## src/include/aio_consts.svh

```systemverilog
// Register offsets, field positions and reset values of the analog I/O scan block
`ifndef AIO_CONSTS_SVH
`define AIO_CONSTS_SVH

`define AIO_IN1_VALUE_IDX      8'he8
`define AIO_IN2_VALUE_IDX      8'he9
`define AIO_IN3_VALUE_IDX      8'hea
`define AIO_IN4_VALUE_IDX      8'heb
`define AIO_OUT1_SETTING_IDX   8'hec
`define AIO_OUT2_SETTING_IDX   8'hed
`define AIO_SYS_FLAG_IDX       8'hfe
`define AIO_ERR_CODE_IDX       8'h04
`define AIO_RANGE_CFG_IDX      8'hf0

`define AIO_CFG_RANGE_LSB      0
`define AIO_CFG_DISABLE_LSB    8
`define AIO_CFG_SPARE_LSB      12
`define AIO_ERR_CODE_LSB       8
`define AIO_SYS_FAULT_BIT      15

`define AIO_ERR_NONE           8'h00
`define AIO_ERR_HARDWARE       8'h01
`define AIO_ERR_SETUP          8'h03
`define AIO_ERR_CONVERSION     8'h04

`define AIO_RANGE_CFG_RESET    16'h0000
`define AIO_SYS_FLAG_RESET     16'h0000
`define AIO_OUT_SETTING_RESET  16'h0000
`define AIO_BIPOLAR_OFFSET     12'h800

`endif

```

## src/include/aio_pkg.sv

```systemverilog
// Types shared by the analog I/O scan block
package aio_pkg;
    typedef enum logic [1:0] {
        AIO_RANGE_BIPOLAR_10V,
        AIO_RANGE_UNIPOLAR_10V,
        AIO_RANGE_UNIPOLAR_5V_CURRENT,
        AIO_RANGE_UNUSED
    } aio_range_t;

    typedef logic [15:0] aio_word_t;
    typedef logic [11:0] aio_conv_t;
    typedef logic [7:0]  aio_index_t;
endpackage

```

## src/hdl/aio_scan_interface.sv

```systemverilog
// Analog I/O scan-cycle interface: four converted inputs, two outputs, setup and status words
`timescale 1ns/1ns
`default_nettype none
`include "aio_consts.svh"

module aio_scan_interface (
    input  wire logic              clk,
    input  wire logic              resetn,
    input  wire logic              scan_tick,
    input  wire aio_pkg::aio_index_t reg_addr,
    input  wire logic              reg_wr,
    input  wire logic              reg_rd,
    input  wire aio_pkg::aio_word_t  reg_wdata,
    output aio_pkg::aio_word_t     reg_rdata,
    input  wire aio_pkg::aio_conv_t  adc_in1_raw,
    input  wire aio_pkg::aio_conv_t  adc_in2_raw,
    input  wire aio_pkg::aio_conv_t  adc_in3_raw,
    input  wire aio_pkg::aio_conv_t  adc_in4_raw,
    input  wire logic              hw_fault_in,
    input  wire logic              conv_fault_in,
    output aio_pkg::aio_conv_t     dac_out1_volt_code,
    output aio_pkg::aio_conv_t     dac_out1_curr_code,
    output aio_pkg::aio_conv_t     dac_out2_volt_code,
    output aio_pkg::aio_conv_t     dac_out2_curr_code,
    output logic                   io_ready
);
    import aio_pkg::*;

    // Raw converter result to data word by range code
    function automatic aio_word_t conv_word(input aio_conv_t raw, input logic [1:0] code);
        aio_conv_t centred;
        centred = raw - `AIO_BIPOLAR_OFFSET;
        if (aio_range_t'(code) == AIO_RANGE_BIPOLAR_10V) begin
            conv_word = {{4{centred[11]}}, centred};
        end else begin
            conv_word = {4'h0, raw};
        end
    endfunction

    // Setting word to voltage converter code, offset binary
    function automatic aio_conv_t volt_code(input aio_word_t setting);
        volt_code = setting[11:0] + `AIO_BIPOLAR_OFFSET;
    endfunction

    // Setting word to current converter code, scaled to full span
    function automatic aio_conv_t curr_code(input aio_word_t setting);
        curr_code = {setting[10:0], 1'b0};
    endfunction

    // Register write strobe aimed at one word index
    function automatic logic wr_hit(input logic wr, input aio_index_t addr,
                                    input aio_index_t idx);
        wr_hit = wr && (addr == idx);
    endfunction

    // Two-bit range code of one input from a configuration word
    function automatic logic [1:0] range_of(input aio_word_t cfg, input int unsigned idx);
        range_of = cfg[`AIO_CFG_RANGE_LSB + 2*idx +: 2];
    endfunction

    // Conversion enable of one input, active when its disable bit is clear
    function automatic logic conv_on(input aio_word_t cfg, input int unsigned idx);
        conv_on = !cfg[`AIO_CFG_DISABLE_LSB + idx];
    endfunction

    // Any nonzero error code is a reported board fault
    function automatic logic code_is_fault(input logic [7:0] code);
        code_is_fault = (code != `AIO_ERR_NONE);
    endfunction

    aio_conv_t  raw_meta [4];
    aio_conv_t  raw_sync [4];
    aio_conv_t  raw_now  [4];
    logic [1:0] hw_meta_reg;
    logic [1:0] conv_meta_reg;
    logic       hw_fault_s;
    logic       conv_fault_s;

    aio_word_t  in_value_reg [4];
    aio_word_t  out1_setting_reg;
    aio_word_t  out2_setting_reg;
    aio_word_t  range_cfg_reg;
    aio_word_t  active_cfg_reg;
    logic       cfg_taken_reg;
    logic [14:0] sys_flag_reg;
    logic [7:0] err_code_reg;
    logic [7:0] err_code_next;
    logic       setup_bad;
    aio_word_t  rdata_next;
    logic [3:0] conv_en;
    logic [1:0] range_code [4];
    logic       board_fault_reg;
    logic       wr_cfg;
    logic       wr_out1;
    logic       wr_out2;
    logic       wr_flag;

    assign raw_now[0] = adc_in1_raw;
    assign raw_now[1] = adc_in2_raw;
    assign raw_now[2] = adc_in3_raw;
    assign raw_now[3] = adc_in4_raw;
    assign hw_fault_s   = hw_meta_reg[1];
    assign conv_fault_s = conv_meta_reg[1];
    assign wr_cfg  = wr_hit(reg_wr, reg_addr, `AIO_RANGE_CFG_IDX);
    assign wr_out1 = wr_hit(reg_wr, reg_addr, `AIO_OUT1_SETTING_IDX);
    assign wr_out2 = wr_hit(reg_wr, reg_addr, `AIO_OUT2_SETTING_IDX);
    assign wr_flag = wr_hit(reg_wr, reg_addr, `AIO_SYS_FLAG_IDX);

    // Per-input enable and range code of the taken configuration
    always_comb begin
        for (int i = 0; i < 4; i++) begin
            conv_en[i]    = conv_on(active_cfg_reg, i);
            range_code[i] = range_of(active_cfg_reg, i);
        end
    end

    // Two-stage synchronisers for the converter result pins
    always_ff @(posedge clk or negedge resetn) begin
        if (!resetn) begin
            for (int i = 0; i < 4; i++) begin
                raw_meta[i] <= 12'h000;
                raw_sync[i] <= 12'h000;
            end
        end else begin
            for (int i = 0; i < 4; i++) begin
                raw_meta[i] <= raw_now[i];
                raw_sync[i] <= raw_meta[i];
            end
        end
    end

    // Two-stage synchronisers for the fault pins
    always_ff @(posedge clk or negedge resetn) begin
        if (!resetn) begin
            hw_meta_reg   <= 2'b00;
            conv_meta_reg <= 2'b00;
        end else begin
            hw_meta_reg   <= {hw_meta_reg[0], hw_fault_in};
            conv_meta_reg <= {conv_meta_reg[0], conv_fault_in};
        end
    end

    // Software-written configuration word, taken into use only at the first scan tick after reset release
    always_ff @(posedge clk or negedge resetn) begin
        if (!resetn) begin
            range_cfg_reg <= `AIO_RANGE_CFG_RESET;
        end else if (wr_cfg) begin
            range_cfg_reg <= reg_wdata;
        end
    end

    // Configuration taken once, at the first scan tick after reset release
    always_ff @(posedge clk or negedge resetn) begin
        if (!resetn) begin
            active_cfg_reg <= `AIO_RANGE_CFG_RESET;
            cfg_taken_reg  <= 1'b0;
        end else if (scan_tick && !cfg_taken_reg) begin
            active_cfg_reg <= range_cfg_reg;
            cfg_taken_reg  <= 1'b1;
        end
    end

    // Enabled input data words refreshed on each scan tick after the configuration is taken
    always_ff @(posedge clk or negedge resetn) begin
        if (!resetn) begin
            for (int i = 0; i < 4; i++) begin
                in_value_reg[i] <= 16'h0000;
            end
        end else if (scan_tick && cfg_taken_reg) begin
            for (int i = 0; i < 4; i++) begin
                if (conv_en[i]) begin
                    in_value_reg[i] <= conv_word(raw_sync[i], range_code[i]);
                end
            end
        end
    end

    // Output 1 setting word written by software
    always_ff @(posedge clk or negedge resetn) begin
        if (!resetn) begin
            out1_setting_reg <= `AIO_OUT_SETTING_RESET;
        end else if (wr_out1) begin
            out1_setting_reg <= reg_wdata;
        end
    end

    // Output 2 setting word written by software
    always_ff @(posedge clk or negedge resetn) begin
        if (!resetn) begin
            out2_setting_reg <= `AIO_OUT_SETTING_RESET;
        end else if (wr_out2) begin
            out2_setting_reg <= reg_wdata;
        end
    end

    // Output 1 codes picked up once per scan tick; both types always driven
    always_ff @(posedge clk or negedge resetn) begin
        if (!resetn) begin
            dac_out1_volt_code <= `AIO_BIPOLAR_OFFSET;
            dac_out1_curr_code <= 12'h000;
        end else if (scan_tick) begin
            dac_out1_volt_code <= volt_code(out1_setting_reg);
            dac_out1_curr_code <= curr_code(out1_setting_reg);
        end
    end

    // Output 2 codes picked up once per scan tick; both types always driven
    always_ff @(posedge clk or negedge resetn) begin
        if (!resetn) begin
            dac_out2_volt_code <= `AIO_BIPOLAR_OFFSET;
            dac_out2_curr_code <= 12'h000;
        end else if (scan_tick) begin
            dac_out2_volt_code <= volt_code(out2_setting_reg);
            dac_out2_curr_code <= curr_code(out2_setting_reg);
        end
    end

    // Setup check on the taken configuration
    always_comb begin
        setup_bad = (active_cfg_reg[15:`AIO_CFG_SPARE_LSB] != 4'h0);
        for (int i = 0; i < 4; i++) begin
            if (conv_en[i] &&
                range_code[i] == 2'(AIO_RANGE_UNUSED)) begin
                setup_bad = 1'b1;
            end
        end
    end

    // Error code priority: hardware, setup, conversion
    always_comb begin
        if (hw_fault_s) begin
            err_code_next = `AIO_ERR_HARDWARE;
        end else if (cfg_taken_reg && setup_bad) begin
            err_code_next = `AIO_ERR_SETUP;
        end else if (conv_fault_s) begin
            err_code_next = `AIO_ERR_CONVERSION;
        end else begin
            err_code_next = `AIO_ERR_NONE;
        end
    end

    always_ff @(posedge clk or negedge resetn) begin
        if (!resetn) begin
            err_code_reg <= `AIO_ERR_NONE;
        end else begin
            err_code_reg <= err_code_next;
        end
    end

    // Board fault flag, registered alongside the error code
    always_ff @(posedge clk or negedge resetn) begin
        if (!resetn) begin
            board_fault_reg <= 1'b0;
        end else begin
            board_fault_reg <= code_is_fault(err_code_next);
        end
    end

    // Low bits of the system flag word are plain storage
    always_ff @(posedge clk or negedge resetn) begin
        if (!resetn) begin
            sys_flag_reg <= 15'(`AIO_SYS_FLAG_RESET);
        end else if (wr_flag) begin
            sys_flag_reg <= reg_wdata[14:0];
        end
    end

    // Read mux; unmapped offsets read zero
    always_comb begin
        unique case (reg_addr)
            `AIO_IN1_VALUE_IDX:    rdata_next = in_value_reg[0];
            `AIO_IN2_VALUE_IDX:    rdata_next = in_value_reg[1];
            `AIO_IN3_VALUE_IDX:    rdata_next = in_value_reg[2];
            `AIO_IN4_VALUE_IDX:    rdata_next = in_value_reg[3];
            `AIO_OUT1_SETTING_IDX: rdata_next = out1_setting_reg;
            `AIO_OUT2_SETTING_IDX: rdata_next = out2_setting_reg;
            `AIO_SYS_FLAG_IDX:     rdata_next = {board_fault_reg,
                                                 sys_flag_reg};
            `AIO_ERR_CODE_IDX:     rdata_next = {err_code_reg, 8'h00};
            `AIO_RANGE_CFG_IDX:    rdata_next = range_cfg_reg;
            default:               rdata_next = 16'h0000;
        endcase
    end

    always_ff @(posedge clk or negedge resetn) begin
        if (!resetn) begin
            reg_rdata <= 16'h0000;
        end else if (reg_rd) begin
            reg_rdata <= rdata_next;
        end
    end

    always_ff @(posedge clk or negedge resetn) begin
        if (!resetn) begin
            io_ready <= 1'b0;
        end else begin
            io_ready <= cfg_taken_reg && !code_is_fault(err_code_next);
        end
    end

endmodule // aio_scan_interface

`default_nettype wire

```

## config.mk

```make
export PLATFORM = sky130hd
export DESIGN_NAME = aio_scan_interface
export DESIGN_NICKNAME = d
export VERILOG_FILES = /design/src/include/aio_pkg.sv /design/src/hdl/aio_scan_interface.sv
export VERILOG_INCLUDE_DIRS = /design/src /design/src/include
export SDC_FILE = /design/constraint.sdc
export NUM_CORES = 1
export LEC_CHECK = 0
export ABC_CLOCK_PERIOD_IN_PS = 1400
export BUFFER_PORTS_ARGS = -buffer_cell sky130_fd_sc_hd__buf_2
export CAP_MARGIN = 20
export CORE_AREA = 4 4 150 152
export DETAILED_ROUTE_END_ITERATION = 10
export DIE_AREA = 0 0 154 156
export MAX_ROUTING_LAYER = met4
export PLACE_DENSITY = 0.83
export RECOVER_POWER = 50
export SLEW_MARGIN = 30
export SYNTH_ARGS = -nofsm -noshare
export SYNTH_HDL_FRONTEND = slang
export SYNTH_SLANG_ARGS = --single-unit
```

## constraint.sdc

```tcl
create_clock -name clk -period 1.4 [get_ports clk]
set_input_delay 0.28 -clock clk [delete_from_list [all_inputs] [get_ports clk]]
set_output_delay 0.28 -clock clk [all_outputs]
set_load 0.01 [all_outputs]
```

======== Yosys cells after proc, flatten, opt, wreduce, memory -nomap -nowiden ========
Index checks and enable logic that the tools add are counted.
storage, ports and cells
  register bits ........................... 316
  input bits .............................. 79
  output and inout port bits .............. 65
  word-level logic and storage cells ...... 91
cells by class
  add/subtract/negate cells ............... 6
  equality and inequality tests ........... 13
  multiplexer cells ....................... 12
  bitwise logic cells ..................... 4
  reduce and logical (&&, ||, !) cells .... 28
operators with widths
  kind                                           count
  one-hot mux 16 bit (9 select lines)            1
  == test 8 bit, second input constant           8
  two-way mux 16 bit                             4
  subtractor 12 bit, second input constant       4
  adder 12 bit, second input constant            2
  two-way mux 8 bit                              2
  logical AND 1 bit                              12
  == test 2 bit, second input constant           4
  == test 8 x 3 -> 1 bit, second input constant  1
  zero test 2 bit                                4
  AND reduction 2 bit                            4
  nonzero test 8 bit                             1
  zero test 1 bit                                6
  two-way mux 1 bit                              4
  inverter 1 bit                                 4
  nonzero test 4 bit                             1
  two-way mux 3 bit                              1

======== Longest topological paths before layout ========
Gate-level depths: netlist (run 1).
  word-level depth ........................ 12
  mapped depth ............................ 8
  gate-level depth less buffers ........... 6

======== Least setup slack after synthesis (run 1) ========
No wires, ideal clock.
  path kind ............................... input -> register
  from .................................... in reg_addr[3]
  to ...................................... reg reg_rdata[11]
  library setup time ...................... 0.126 ns
  arrival time ............................ 1.607 ns
  slack ................................... -0.334 ns
  stages .................................. 7
  path buffers ............................ 2
  path through ............................ buf_4 > nand2_2 > nor4_4 > or4_4 > o21ai_4 > buf_6 > o2bb2ai_2
between the ends
  longest elaborated chain between the ends .. 2
RTL lines
  element                                                  line                       source
  from (decl)                                              aio_scan_interface.sv:10   input wire aio_pkg::aio_index_t reg_addr,
  == test 8 bit or == test 8 x 3 -> 1 bit (tied branches)  aio_scan_interface.sv:270  unique case (reg_addr)
  one-hot mux 16 bit (9 select lines) *                    aio_scan_interface.sv:270
  to (signal assigned)                                     aio_scan_interface.sv:289  reg_rdata <= rdata_next;
  to (decl)                                                aio_scan_interface.sv:14   output aio_pkg::aio_word_t reg_rdata,
Mark *: on every way between the ends. The rest lies on a longest branch, timed or not.
A chain may end at the register's enable or synchronous reset.

======== Worst setup path in the final report (run 1) ========
  from .................................... reg active_cfg_reg[14]
  to ...................................... reg err_code_reg[2]
between the ends
  longest elaborated chain between the ends .. 8
RTL lines
  element                         line                       source
  from (decl)                     aio_scan_interface.sv:83   aio_word_t active_cfg_reg;
  from (signal assigned)          aio_scan_interface.sv:155  active_cfg_reg <= `AIO_RANGE_CFG_RESET;
  from (signal assigned)          aio_scan_interface.sv:158  active_cfg_reg <= range_cfg_reg;
  nonzero test 4 bit              aio_scan_interface.sv:220  setup_bad = (active_cfg_reg[15:`AIO_CFG_SPARE_LSB] != 4'h0);
  two-way mux 1 bit (4 in a row)  aio_scan_interface.sv:222  if (conv_en[i] &&
  logical AND 1 bit               aio_scan_interface.sv:233  end else if (cfg_taken_reg && setup_bad) begin
  two-way mux 8 bit               aio_scan_interface.sv:233
  two-way mux 8 bit               aio_scan_interface.sv:231  if (hw_fault_s) begin
  net err_code_next[2]            aio_scan_interface.sv:87   logic [7:0] err_code_next;
  to (signal assigned)            aio_scan_interface.sv:244  err_code_reg <= `AIO_ERR_NONE;
  to (signal assigned)            aio_scan_interface.sv:246  err_code_reg <= err_code_next;
  to (decl)                       aio_scan_interface.sv:86   logic [7:0] err_code_reg;
The timed path passes the listed nets, and every way through them passes these cells.

==> out/qor.tcl, run 1 <==
set qor(status) {finished, violations left}
set qor(violations) {setup timing}
set qor(setup_ws_ns) -0.2663
set qor(floorplan.die.height_um) 156
set qor(synth.cell_area_mm2) 0.01062
set qor(die_area_mm2) 0.02402
set qor(place_congestion) 0.9036
set qor(instances_no_fill) 1223
set qor(worst_setup_path_start_kind) {flip-flop}
set qor(slew_viol_final) 0
set qor(critPathMaxStageDelay_ns) 0.39
set qor(clk_root_buffer_cell) {clkbuf_16}
set qor(portBuffers) 141
set qor(max-vdd-ir-drop_mv) 1.358
set qor(critical_path_cell_by_cell) {nor4_2 > buf_4 > o21ai_2 > o31ai_2 > nor2b_4 > buf_4 > and2_1}
set qor(setup.worst_path.class) {reg -> reg}
set qor(grt_max_degree) 69
set qor(cp-end-kind) {flip-flop}
set qor(top_level_ports) 144
set qor(max_freq_mhz) 600.1
set qor(synth-seq-area-share_pct) 65.30
set qor(p_r_area_growth_vs_syn_pct) 29.33
set qor(clkLatencyLatePin_ns) 0.55
set qor(design.final.nets) 1011
set qor(final.setup.tns_ns) -1.861
set qor(most_used_cells_in_the_layout_excluding_fill_and_tap_cells) {275 x dfrtp_1, 131 x buf_2, 123 x mux2_2}
set qor(power_w) 0.01794
set qor(drt_iter0_markers) 563
set qor(grt_pass1_vias) 7058
set qor(drt-total-wl_mm) 26.12
set qor(post-route-period-util_pct) 119.0
set qor(worst-r2r-cell-count) 7
set qor(synth_edf_count) 0
set qor(synth-simple-area-share_pct) 5.880
set qor(clock_tree_sinks) 277
set qor(synth_top_flop_cell) {dfrtp_1}
set qor(ys_types) 61
set qor(fillers) 1453
set qor(synthesis.area_per_instance_um2) 15.55
set qor(cts.htree.levels) 1
set qor(globalRoute.totalOverflow) 0
set qor(viasPerCell) 5.369
set qor(max-clock-path-buffers) 3
set qor(layout_commonest_cell) {dfrtp_1}
set qor(preCtsSetupSlack_ns) -0.4746
set qor(ant_nets) 0
set qor(initial_standard_cell_utilization_of_the_core_pct) 50.51
set qor(min-delay-start) {reg_wdata[10]}
set qor(core_rows) 53
set qor(avgRoutedWirePerCell_um) 21.36
set qor(multiInputGateArea_mm2) 0.003498
set qor(cp_slowest_cell) {dfrtp_1}
set qor(numCtsBuffers) 27
set qor(setup_viol) 25
set qor(synth_top_family_by_area) {multiplexers}
set qor(holdPathEnd) {range_cfg_reg[10]}
set qor(post-route-min-period_ns) 1.666
set qor(post_synth_xor_area_fraction_pct) 0
set qor(unrepaired_setup_endpoints_after_global_routing) {yes}
set qor(remaining_drc_errors) 0
set qor(grt_first_pass_wirelength_mm) 40.57
set qor(largest_register_ffs) 52
set qor(rrSetupSlack_ns) -0.27
set qor(pwr_cell_area_mw_per_mm2) 1306
set qor(timing.rr.start) {active_cfg_reg[14]}
set qor(timing_hold_violations_final) 0
set qor(timing_worst_slew_pin_value_ns) 1.015
set qor(rr_endpoint) {err_code_reg[2]}
set qor(synthMuxAreaShare_pct) 19.05
set qor(place.detailed.hpwl_mm) 17.02
set qor(worst_slew_margin_rel_pct) 32.30
set qor(fp.dieW_um) 154
set qor(crit_arrival_ns) 2.14
set qor(antenna-diode-count) 0
set qor(placedCellCount) 1112
set qor(synthAdderAreaFrac_pct) 0.4713
set qor(dr_total_vias) 6566
set qor(clkTransAtPathRegs_ns) 0.07
set qor(grt_usage_pct) 22.38
set qor(timing.critical_path.mode_cell) {buf_4}
set qor(synth.ff_latch_count) 277
set qor(tritoncts) {built}
set qor(drt-pass1-iter-count) 5
set qor(layout.area.seq_mm2) 0.006934
set qor(startpoint) {active_cfg_reg[14]}
set qor(cp_data_required_time_ns) 1.88
set qor(min_path_cells) 2
set qor(static-leakage-power_nw) 6.661
set qor(worstHoldPathType) {in -> reg}
set qor(area_fraction_in_compound_gates_after_synthesis_pct) 5.408
set qor(antenna_found_initial) 0
set qor(timing.hold.ws_ns) 0.01978
set qor(post_route_cells_drive_above_1_share_pct) 49.79
set qor(cap_viol_max_count) 0
set qor(worstPathMaxFanout) 2
set qor(synthArstFlopShare_pct) 100.0
set qor(gate_count_after_technology_mapping) 683
set qor(fin_worst_skew_ns) 0.01587
set qor(yosysWarnings) 0
set qor(core_area_mm2) 0.02102
critical path, delay by kind of cell, from the launching register on:
kind	cells	cell delay, ns
buffers and inverters	2	0.29
AND/OR/NAND/NOR	3	0.64
flip-flops	1	0.39
AO/OA/AOI/OAI	2	0.29
cell usage after synthesis, types with 9 or more instances:
cell,count,area (µm²)
nor2_1,9,33.78
a222oi_1,10,100.1
mux2_4,20,300.3
dfrtp_1,275,6882
buf_2,15,75.07
inv_1,9,33.78
mux2i_1,9,90.09
buf_4,25,187.7
clkbuf_1,9,33.78
o21ai_0,9,45.04
mux2_2,132,1486
nand2_1,29,108.9
timing repair:
action,CTS,global route
pin swaps,8,7
gates resized for setup,17,19
hold buffers,51,0
endpoints found under the hold margin,273,0
endpoints found under the setup margin,53,75
cloned,0,1
setup buffers,6,6
per-stage QoR:
step           util (%)  cell area, µm²
2_1_floorplan         -           10840
3_3_place_gp      57.43           12070
3_5_place_dp      57.43           12070
4_1_cts           64.92           13650
5_1_grt           65.33           13730
6_report          65.33           13730
logic make-up after synthesis:
family / after synthesis
mux: 168
flops: 277
simple gates: 100
compound gates: 66
buf+inv: 67
fa+ha+maj: 4
other cells: 1
power breakdown:
group / internal [W] / switching, W / leakage [nW]
Sequential: 0.00844 / 0.000245 / 3.48
Clock: 0.00479 / 0.00306 / 0.467
Combinational: 0.000728 / 0.000679 / 2.71
Total: 0.0140 / 0.00398 / 6.66
metal layers:
layer / global-route usage (%) / routed length (µm) / vias up
met5: - / 0 / -
met4: 4.584 / 542 / 0
met3: 4.022 / 1471 / 45
met2: 36.83 / 13110 / 210
met1: 29.67 / 11000 / 3405
li1: - / - / 2906
area by class of cell:
| class | count | area share (%) |
|---|---|---|
| Clock inverter | 12 | 1.658 |
| Tap cell | 275 | 2.505 |
| Multi-Input combinational cell | 341 | 25.47 |
| Timing Repair Buffer | 271 | 14.26 |
| Inverter | 10 | 0.2733 |
| Clock buffer | 37 | 5.339 |
| Sequential cell | 277 | 50.49 |
worst max path at each step:
stage | end | slack, ns | cells after the start
2_1_floorplan | reg_rdata[11] | -0.30 | 7
6_report | err_code_reg[2] | -0.27 | 7
5_1_grt | err_code_reg[2] | -0.34 | 7
3_5_place_dp | reg_rdata[10] | -0.47 | 7
3_3_place_gp | reg_rdata[5] | -0.46 | 7
4_1_cts | io_ready | -0.30 | 7
No activity file was read; power rests on OpenSTA's default activity.
==> inputs of run 2 (changes only) <==
- ABC_CLOCK_PERIOD_IN_PS: 1400 -> 2100
- CORE_AREA: 4 4 150 152 -> 4 4 139 141
- DIE_AREA: 0 0 154 156 -> 0 0 143 145
- PLACE_DENSITY: 0.83 -> 0.9
- clock period: 1.4 -> 2.1 ns (I/O delays scaled with it)
==> run 2 against run 1 <==
Against the previous run:
- the run now ends clean
- sequential cell count is the same
- die area decreased by 14%
- combinational power down 40%
- clock skew barely moved
- via count shrank 3.1%
- fmax is 7.7% lower
- critical path depth fell by 1
- worst setup slack improved by 0.56 ns
- final area decreased by 4.7%
- wire length shrank 4.7%
- total power fell by 35%
- highest routed layer unchanged
==> out/qor.tcl, run 2 (synthesized netlist as in run 1, its figures left out) <==
set qor(status) {finished, final reports clean}
set qor(worst_setup_path_start_kind) {flip-flop}
set qor(post-route-period-util_pct) 86.01 ;# -33 points
set qor(critPathTopFamily) {simple AND/OR/NAND/NOR gates}
set qor(clkLatencyLatePin_ns) 0.54 ;# about the same
set qor(power_w) 0.01165 ;# -35%
set qor(critical_path_cell_by_cell) {nor4_1 > o21ai_0 > o31ai_1 > nor2b_1 > inv_1 > nor3b_1}
set qor(fp.dieW_um) 143 ;# -7.1%
set qor(worstHoldPathType) {in -> reg}
set qor(floorplan.die.height_um) 145 ;# -7.1%
set qor(post-route-min-period_ns) 1.806 ;# +0.1400 ns
set qor(crit_arrival_ns) 2.23 ;# +0.09 ns
set qor(rrSetupSlack_ns) 0.29 ;# +0.56 ns
set qor(place.detailed.hpwl_mm) 16.71 ;# -1.8%
set qor(post-cts-setup-buffers) 0 ;# -6
set qor(cp_data_required_time_ns) 2.52 ;# +0.64 ns
set qor(numCtsBuffers) 27 ;# unchanged
set qor(pwr_cell_area_mw_per_mm2) 890.1 ;# -32%
set qor(unrepaired_setup_endpoints_after_global_routing) {no}
set qor(max_freq_mhz) 553.6 ;# -7.7%
set qor(top_level_ports) 144 ;# unchanged
set qor(place_area_mm2) 0.01171 ;# -3.0%
set qor(max-vdd-ir-drop_mv) 0.8736 ;# -36%
set qor(portBuffers) 141 ;# unchanged
set qor(slew_viol_final) 0 ;# unchanged
set qor(tritoncts) {built}
set qor(place_congestion) 0.9997 ;# +11%
set qor(critPathMaxStageDelay_ns) 0.38 ;# about the same
set qor(dr_total_vias) 6364 ;# -3.1%
set qor(grt_max_degree) 55 ;# -20%
set qor(avgRoutedWirePerCell_um) 21.81 ;# +2.1%
set qor(worstPathMaxFanout) 3 ;# +1
set qor(stdcell_area_mm2) 0.01309 ;# -4.7%
set qor(multiInputGateArea_mm2) 0.003279 ;# -6.3%
set qor(cap_viol_max_count) 0 ;# unchanged
set qor(worst_slew_margin_rel_pct) 33.51 ;# +1.2 points
set qor(viasPerCell) 5.578 ;# +3.9%
set qor(timing_worst_slew_pin_value_ns) 0.9973 ;# -0.01818 ns
set qor(buf_inv_on_cp) 1 ;# -1
set qor(layout_commonest_cell) {dfrtp_1}
set qor(cp_slowest_cell) {dfrtp_1}
set qor(initial_standard_cell_utilization_of_the_core_pct) 59.11 ;# +8.6 points
set qor(setup.worst_path.class) {reg -> reg}
set qor(design.final.nets) 975 ;# -3.6%
set qor(layout.area.seq_mm2) 0.006934 ;# unchanged
set qor(fin_worst_skew_ns) 0.01631 ;# +0.0004427 ns
set qor(static-leakage-power_nw) 6.364 ;# -4.5%
set qor(clock_tree_sinks) 277 ;# unchanged
set qor(remaining_drc_errors) 0 ;# unchanged
set qor(grt_first_pass_wirelength_mm) 39.56 ;# -2.5%
set qor(drt-total-wl_mm) 24.89 ;# -4.7%
set qor(p_r_area_growth_vs_syn_pct) 23.27
set qor(grt_pass1_vias) 6978 ;# -1.1%
set qor(timing_hold_violations_final) 0 ;# unchanged
set qor(cts.htree.levels) 1 ;# unchanged
set qor(die_area_mm2) 0.02074 ;# -14%
set qor(core_rows) 49 ;# -7.5%
set qor(fillers) 1108 ;# -24%
set qor(clk_root_buffer_cell) {clkbuf_16}
set qor(clkTransAtPathRegs_ns) 0.06 ;# about the same
set qor(post_route_cells_drive_above_1_share_pct) 45.55 ;# -4.2 points
set qor(drt-pass1-iter-count) 6 ;# +1
set qor(ant_nets) 0 ;# unchanged
set qor(final_design_utilization_pct) 72.87 ;# +7.5 points
set qor(antenna_found_initial) 1 ;# +1
set qor(drt_iter0_markers) 391 ;# -31%
set qor(globalRoute.totalOverflow) 0 ;# unchanged
set qor(setup_viol) 0 ;# -100%
set qor(core_area_mm2) 0.01796 ;# -15%
set qor(max-clock-path-buffers) 3 ;# unchanged
set qor(largest_register_ffs) 52 ;# unchanged
set qor(most_used_cells_in_the_layout_excluding_fill_and_tap_cells) {275 x dfrtp_1, 137 x buf_2, 132 x mux2_2}
set qor(final.setup.tns_ns) 0 ;# +1.861 ns
set qor(grt_usage_pct) 25.17 ;# +2.8 points
set qor(cp-end-kind) {flip-flop}
-- run 2: final cells by class --
class,instances,area share [%]
antenna,1,0.01912
clock buffer,38,6.089
clock inverter,10,1.071
inverter,10,0.2868
multi-input combinational,340,25.05
sequential,277,52.97
tap,229,2.189
timing repair buffer,236,12.32
-- run 2: final timing paths --
kind / start / to / depth (start not counted)
max reg2reg: active_cfg_reg[13] / io_ready / 6
max in group asynchronous: resetn / in_value_reg[41] / 3
max: active_cfg_reg[13] / io_ready / 6
min: reg_wdata[3] / range_cfg_reg[3] / 2
min reg2reg: raw_meta[16] / raw_sync[16] / 0
min in group asynchronous: resetn / dac_out2_volt_code[7] / 2
-- run 2: timing repair --
item,4_1_cts,5_1_grt
hold buffers,51,0
endpoints found under the hold margin,97,0
gates resized for setup,0,0
-- run 2: layer usage --
metal,global-route usage (%),vias to the layer above,part of all wire (%)
met5,-,-,0
met3,3.751,54,6.1
met1,33.70,3231,41
met2,41.45,252,51
li1,-,2827,-
met4,5.418,0,2.3
-- run 2: through the flow --
step	hold slack (ns)	instances	worst slack (ns)
finish	0.1797	1141	0.2937
floorplan	0.1244	684	0.2264
global placement	0.3338	1041	0.06014
global route	0.1651	1141	0.1053
detailed placement	0.3347	1041	0.04772
CTS	0.1569	1140	0.2587
-- run 2: where the power goes --
part	internal, W	leakage, nW	switching [W]
combinational	0.000417	2.41	0.000423
clock	0.00301	0.469	0.00200
sequential	0.00563	3.48	0.000172
==> inputs of run 3 (changes only) <==
- MAX_ROUTING_LAYER: met4 -> default
==> run 3 against run 2 <==
Against the previous run:
- the run now ends with capacitance limit, slew limit left
- wire length decreased by 0.68%
- via count increased by 0.50%
- sequential power about the same
- fmax decreased by 0.11%
- non-clock buffer count decreased by 6
- clock power increased by 2%
- worst setup slack got worse by 0.0019 ns
- register-to-register slack improved by 0.06 ns
- hold slack got worse by 0.026 ns
- critical endpoint is now dac_out2_volt_code[11]
- largest cell class unchanged
- largest power group unchanged
- highest routed layer unchanged
==> out/qor.tcl, run 3 (synthesized netlist as in run 1, its figures left out) <==
set qor(fin_worst_skew_ns) 0.01116 ;# -0.005150 ns
set qor(power_w) 0.01177 ;# +1.0%
set qor(max-vdd-ir-drop_mv) 0.7607 ;# -13%
set qor(worst_slew_margin_rel_pct) -3.724 ;# -37 points
set qor(clock_tree_sinks) 277 ;# unchanged
set qor(antenna_found_initial) 1 ;# unchanged
set qor(place.detailed.hpwl_mm) 16.35 ;# -2.2%
set qor(floorplan.die.height_um) 145 ;# unchanged
set qor(groute.layer.met2.usage_pct) 40.93 ;# -0.52 points
set qor(worstHoldPathType) {in -> reg}
set qor(grt_pass1_vias) 6989 ;# +0.16%
set qor(ant_nets) 0 ;# unchanged
set qor(cp-end-kind) {async pin}
set qor(final.setup.tns_ns) 0 ;# unchanged
set qor(fp.dieW_um) 143 ;# unchanged
set qor(remaining_drc_errors) 0 ;# unchanged
set qor(core_area_mm2) 0.01796 ;# unchanged
set qor(cts_resized) 0 ;# unchanged
set qor(cellInternalPower_w) 0.009105 ;# +0.50%
set qor(unrepaired_setup_endpoints_after_global_routing) {no}
set qor(max-clock-path-buffers) 3 ;# unchanged
set qor(critPathMaxStageDelay_ns) 1.15 ;# +0.77 ns
set qor(post-route-period-util_pct) 86.11 ;# +0.093 points
set qor(critical_path_cell_by_cell) {dlygate4sd3_1 > buf_2 > buf_12}
set qor(drt-pass1-iter-count) 6 ;# unchanged
set qor(post_route_cells_drive_above_1_share_pct) 45.76 ;# +0.20 points
set qor(grt_most_used_layer) {met2}
set qor(clkLatencyLatePin_ns) 0.55 ;# about the same
set qor(clkTransAtPathRegs_ns) 0.07 ;# about the same
set qor(initial_standard_cell_utilization_of_the_core_pct) 59.11 ;# unchanged
set qor(timing_worst_slew_pin_value_ns) 1.556 ;# +0.5586 ns
set qor(most_used_cells_in_the_layout_excluding_fill_and_tap_cells) {275 x dfrtp_1, 137 x buf_2, 132 x mux2_2}
set qor(dr_total_vias) 6396 ;# +0.50%
set qor(buf_inv_on_cp) 3 ;# +2
set qor(static-leakage-power_nw) 6.371 ;# +0.11%
set qor(numCtsBuffers) 27 ;# unchanged
set qor(clk_root_buffer_cell) {clkbuf_16}
set qor(grt_util_met3_pct) 4.146 ;# +0.39 points
set qor(p_sw_share_pct) 22.66 ;# +0.42 points
set qor(timing.hold.ws_ns) 0.1540 ;# -0.02569 ns
set qor(slew_viol_final) 57 ;# +57
set qor(min_path_cells) 2 ;# unchanged
set qor(cp_data_required_time_ns) 2.77 ;# +0.25 ns
set qor(comb_power_share_pct) 7.3 ;# about the same
set qor(setup_viol) 0 ;# unchanged
set qor(viasPerCell) 5.625 ;# +0.86%
set qor(top_level_ports) 144 ;# unchanged
set qor(grt_usage_pct) 24.39 ;# -0.78 points
set qor(largest_register_ffs) 52 ;# unchanged
set qor(status) {finished, violations left}
set qor(placedCellCount) 1035 ;# -0.58%
set qor(drt_iter0_markers) 427 ;# +9.2%
set qor(crit_arrival_ns) 2.47 ;# +0.24 ns
set qor(core_rows) 49 ;# unchanged
set qor(grt_max_degree) 62 ;# +13%
set qor(post-route-min-period_ns) 1.808 ;# +0.001946 ns
set qor(timing.critical_path.depth) 3 ;# -3
set qor(instances_no_fill) 1137 ;# -0.35%
set qor(place_congestion) 0.9477 ;# -5.2%
set qor(violations) {capacitance limit, slew limit}
set qor(met1_usage_pct) 32.79 ;# -0.90 points
set qor(layout_commonest_cell) {dfrtp_1}
set qor(power.clock.fraction_pct) 43.5 ;# +0.5 points
set qor(p_r_area_growth_vs_syn_pct) 23.81
set qor(globalRoute.totalOverflow) 0 ;# unchanged
set qor(pwr_cell_area_mw_per_mm2) 895.4 ;# +0.59%
set qor(grt_first_pass_wirelength_mm) 39.33 ;# -0.57%
set qor(total_switching_power_w) 0.002668 ;# +2.9%
set qor(cap_viol_max_count) 1 ;# +1
set qor(critPathTopFamily) {buffers and inverters}
set qor(max_freq_mhz) 553.0 ;# -0.11%
set qor(tritoncts) {built}
set qor(worst-r2r-cell-count) 6 ;# unchanged
set qor(drt-total-wl_mm) 24.72 ;# -0.68%
set qor(power.sequential.fraction_pct) 49.2 ;# -0.6 points
set qor(portBuffers) 141 ;# unchanged
set qor(worst_setup_path_start_kind) {primary input}
set qor(cp_slowest_cell) {buf_2}
set qor(avgRoutedWirePerCell_um) 21.74 ;# -0.33%
set qor(setup.worst_path.class) {in -> async}
set qor(timing_hold_violations_final) 0 ;# unchanged
set qor(design.final.nets) 969 ;# -0.62%
set qor(cts.htree.levels) 1 ;# unchanged
set qor(worstPathMaxFanout) 61 ;# +58
set qor(die_area_mm2) 0.02074 ;# unchanged
==> run 3: through the flow <==
step	area, µm²	setup WS (ns)	utilization (%)
final	13150	0.2918	73.19
after global routing	13150	0.07683	73.19
after CTS	13160	0.3285	73.26
after detailed placement	11690	0.07497	65.07
after global placement	11690	0.09995	65.07
after floorplan	10620	0.2264	-
==> run 3: final cells by class <==
cell class,count,area (µm²)
Inverter,10,37.54
Antenna cell,1,2.502
Sequential cell,277,6934
Fill cell,1100,4816
Timing Repair Buffer,230,1647
Multi-Input combinational cell,340,3279
Clock inverter,17,212.7
Tap cell,229,286.5
Clock buffer,33,748.2
==> run 3: worst reg2reg max path: stages, from the launching register on <==
cell	delay, ns
dfrtp_1	0.38
nor4_1	0.29
o21ai_0	0.15
o31ai_1	0.26
nor2b_1	0.24
inv_1	0.08
nor3b_1	0.24
==> run 3: metal layers <==
layer | share of wire (%) | routed length [µm]
met1 | 40 | 9934
met3 | 6.1 | 1515
met5 | 0 | 0
met2 | 51 | 12540
met4 | 3.0 | 730
==> run 3: repair_timing <==
| item | 4_1_cts | 5_1_grt |
|---|---|---|
| setup buffers | 0 | 0 |
| hold endpoints to repair | 106 | 0 |
| hold buffers | 51 | 0 |
==> run 3: power groups by stage <==
stage	clock, W	combinational, W	sequential, W
floorplan	0	0.000413	0.00583
global placement	0	0.000747	0.00587
detailed placement	0	0.000778	0.00589
CTS	0.00519	0.000860	0.00579
global route	0.00544	0.000931	0.00582
finish	0.00512	0.000854	0.00580
==> run 3: worst paths after layout <==
path | end | slack [ns] | start
max | dac_out2_volt_code[11] | 0.29 | resetn
min | range_cfg_reg[3] | 0.15 | reg_wdata[3]
max reg2reg | io_ready | 0.35 | active_cfg_reg[13]
min reg2reg | raw_sync[41] | 0.35 | raw_meta[41]
max in group clk | io_ready | 0.35 | active_cfg_reg[13]
min in group asynchronous | reg_rdata[10] | 0.84 | resetn
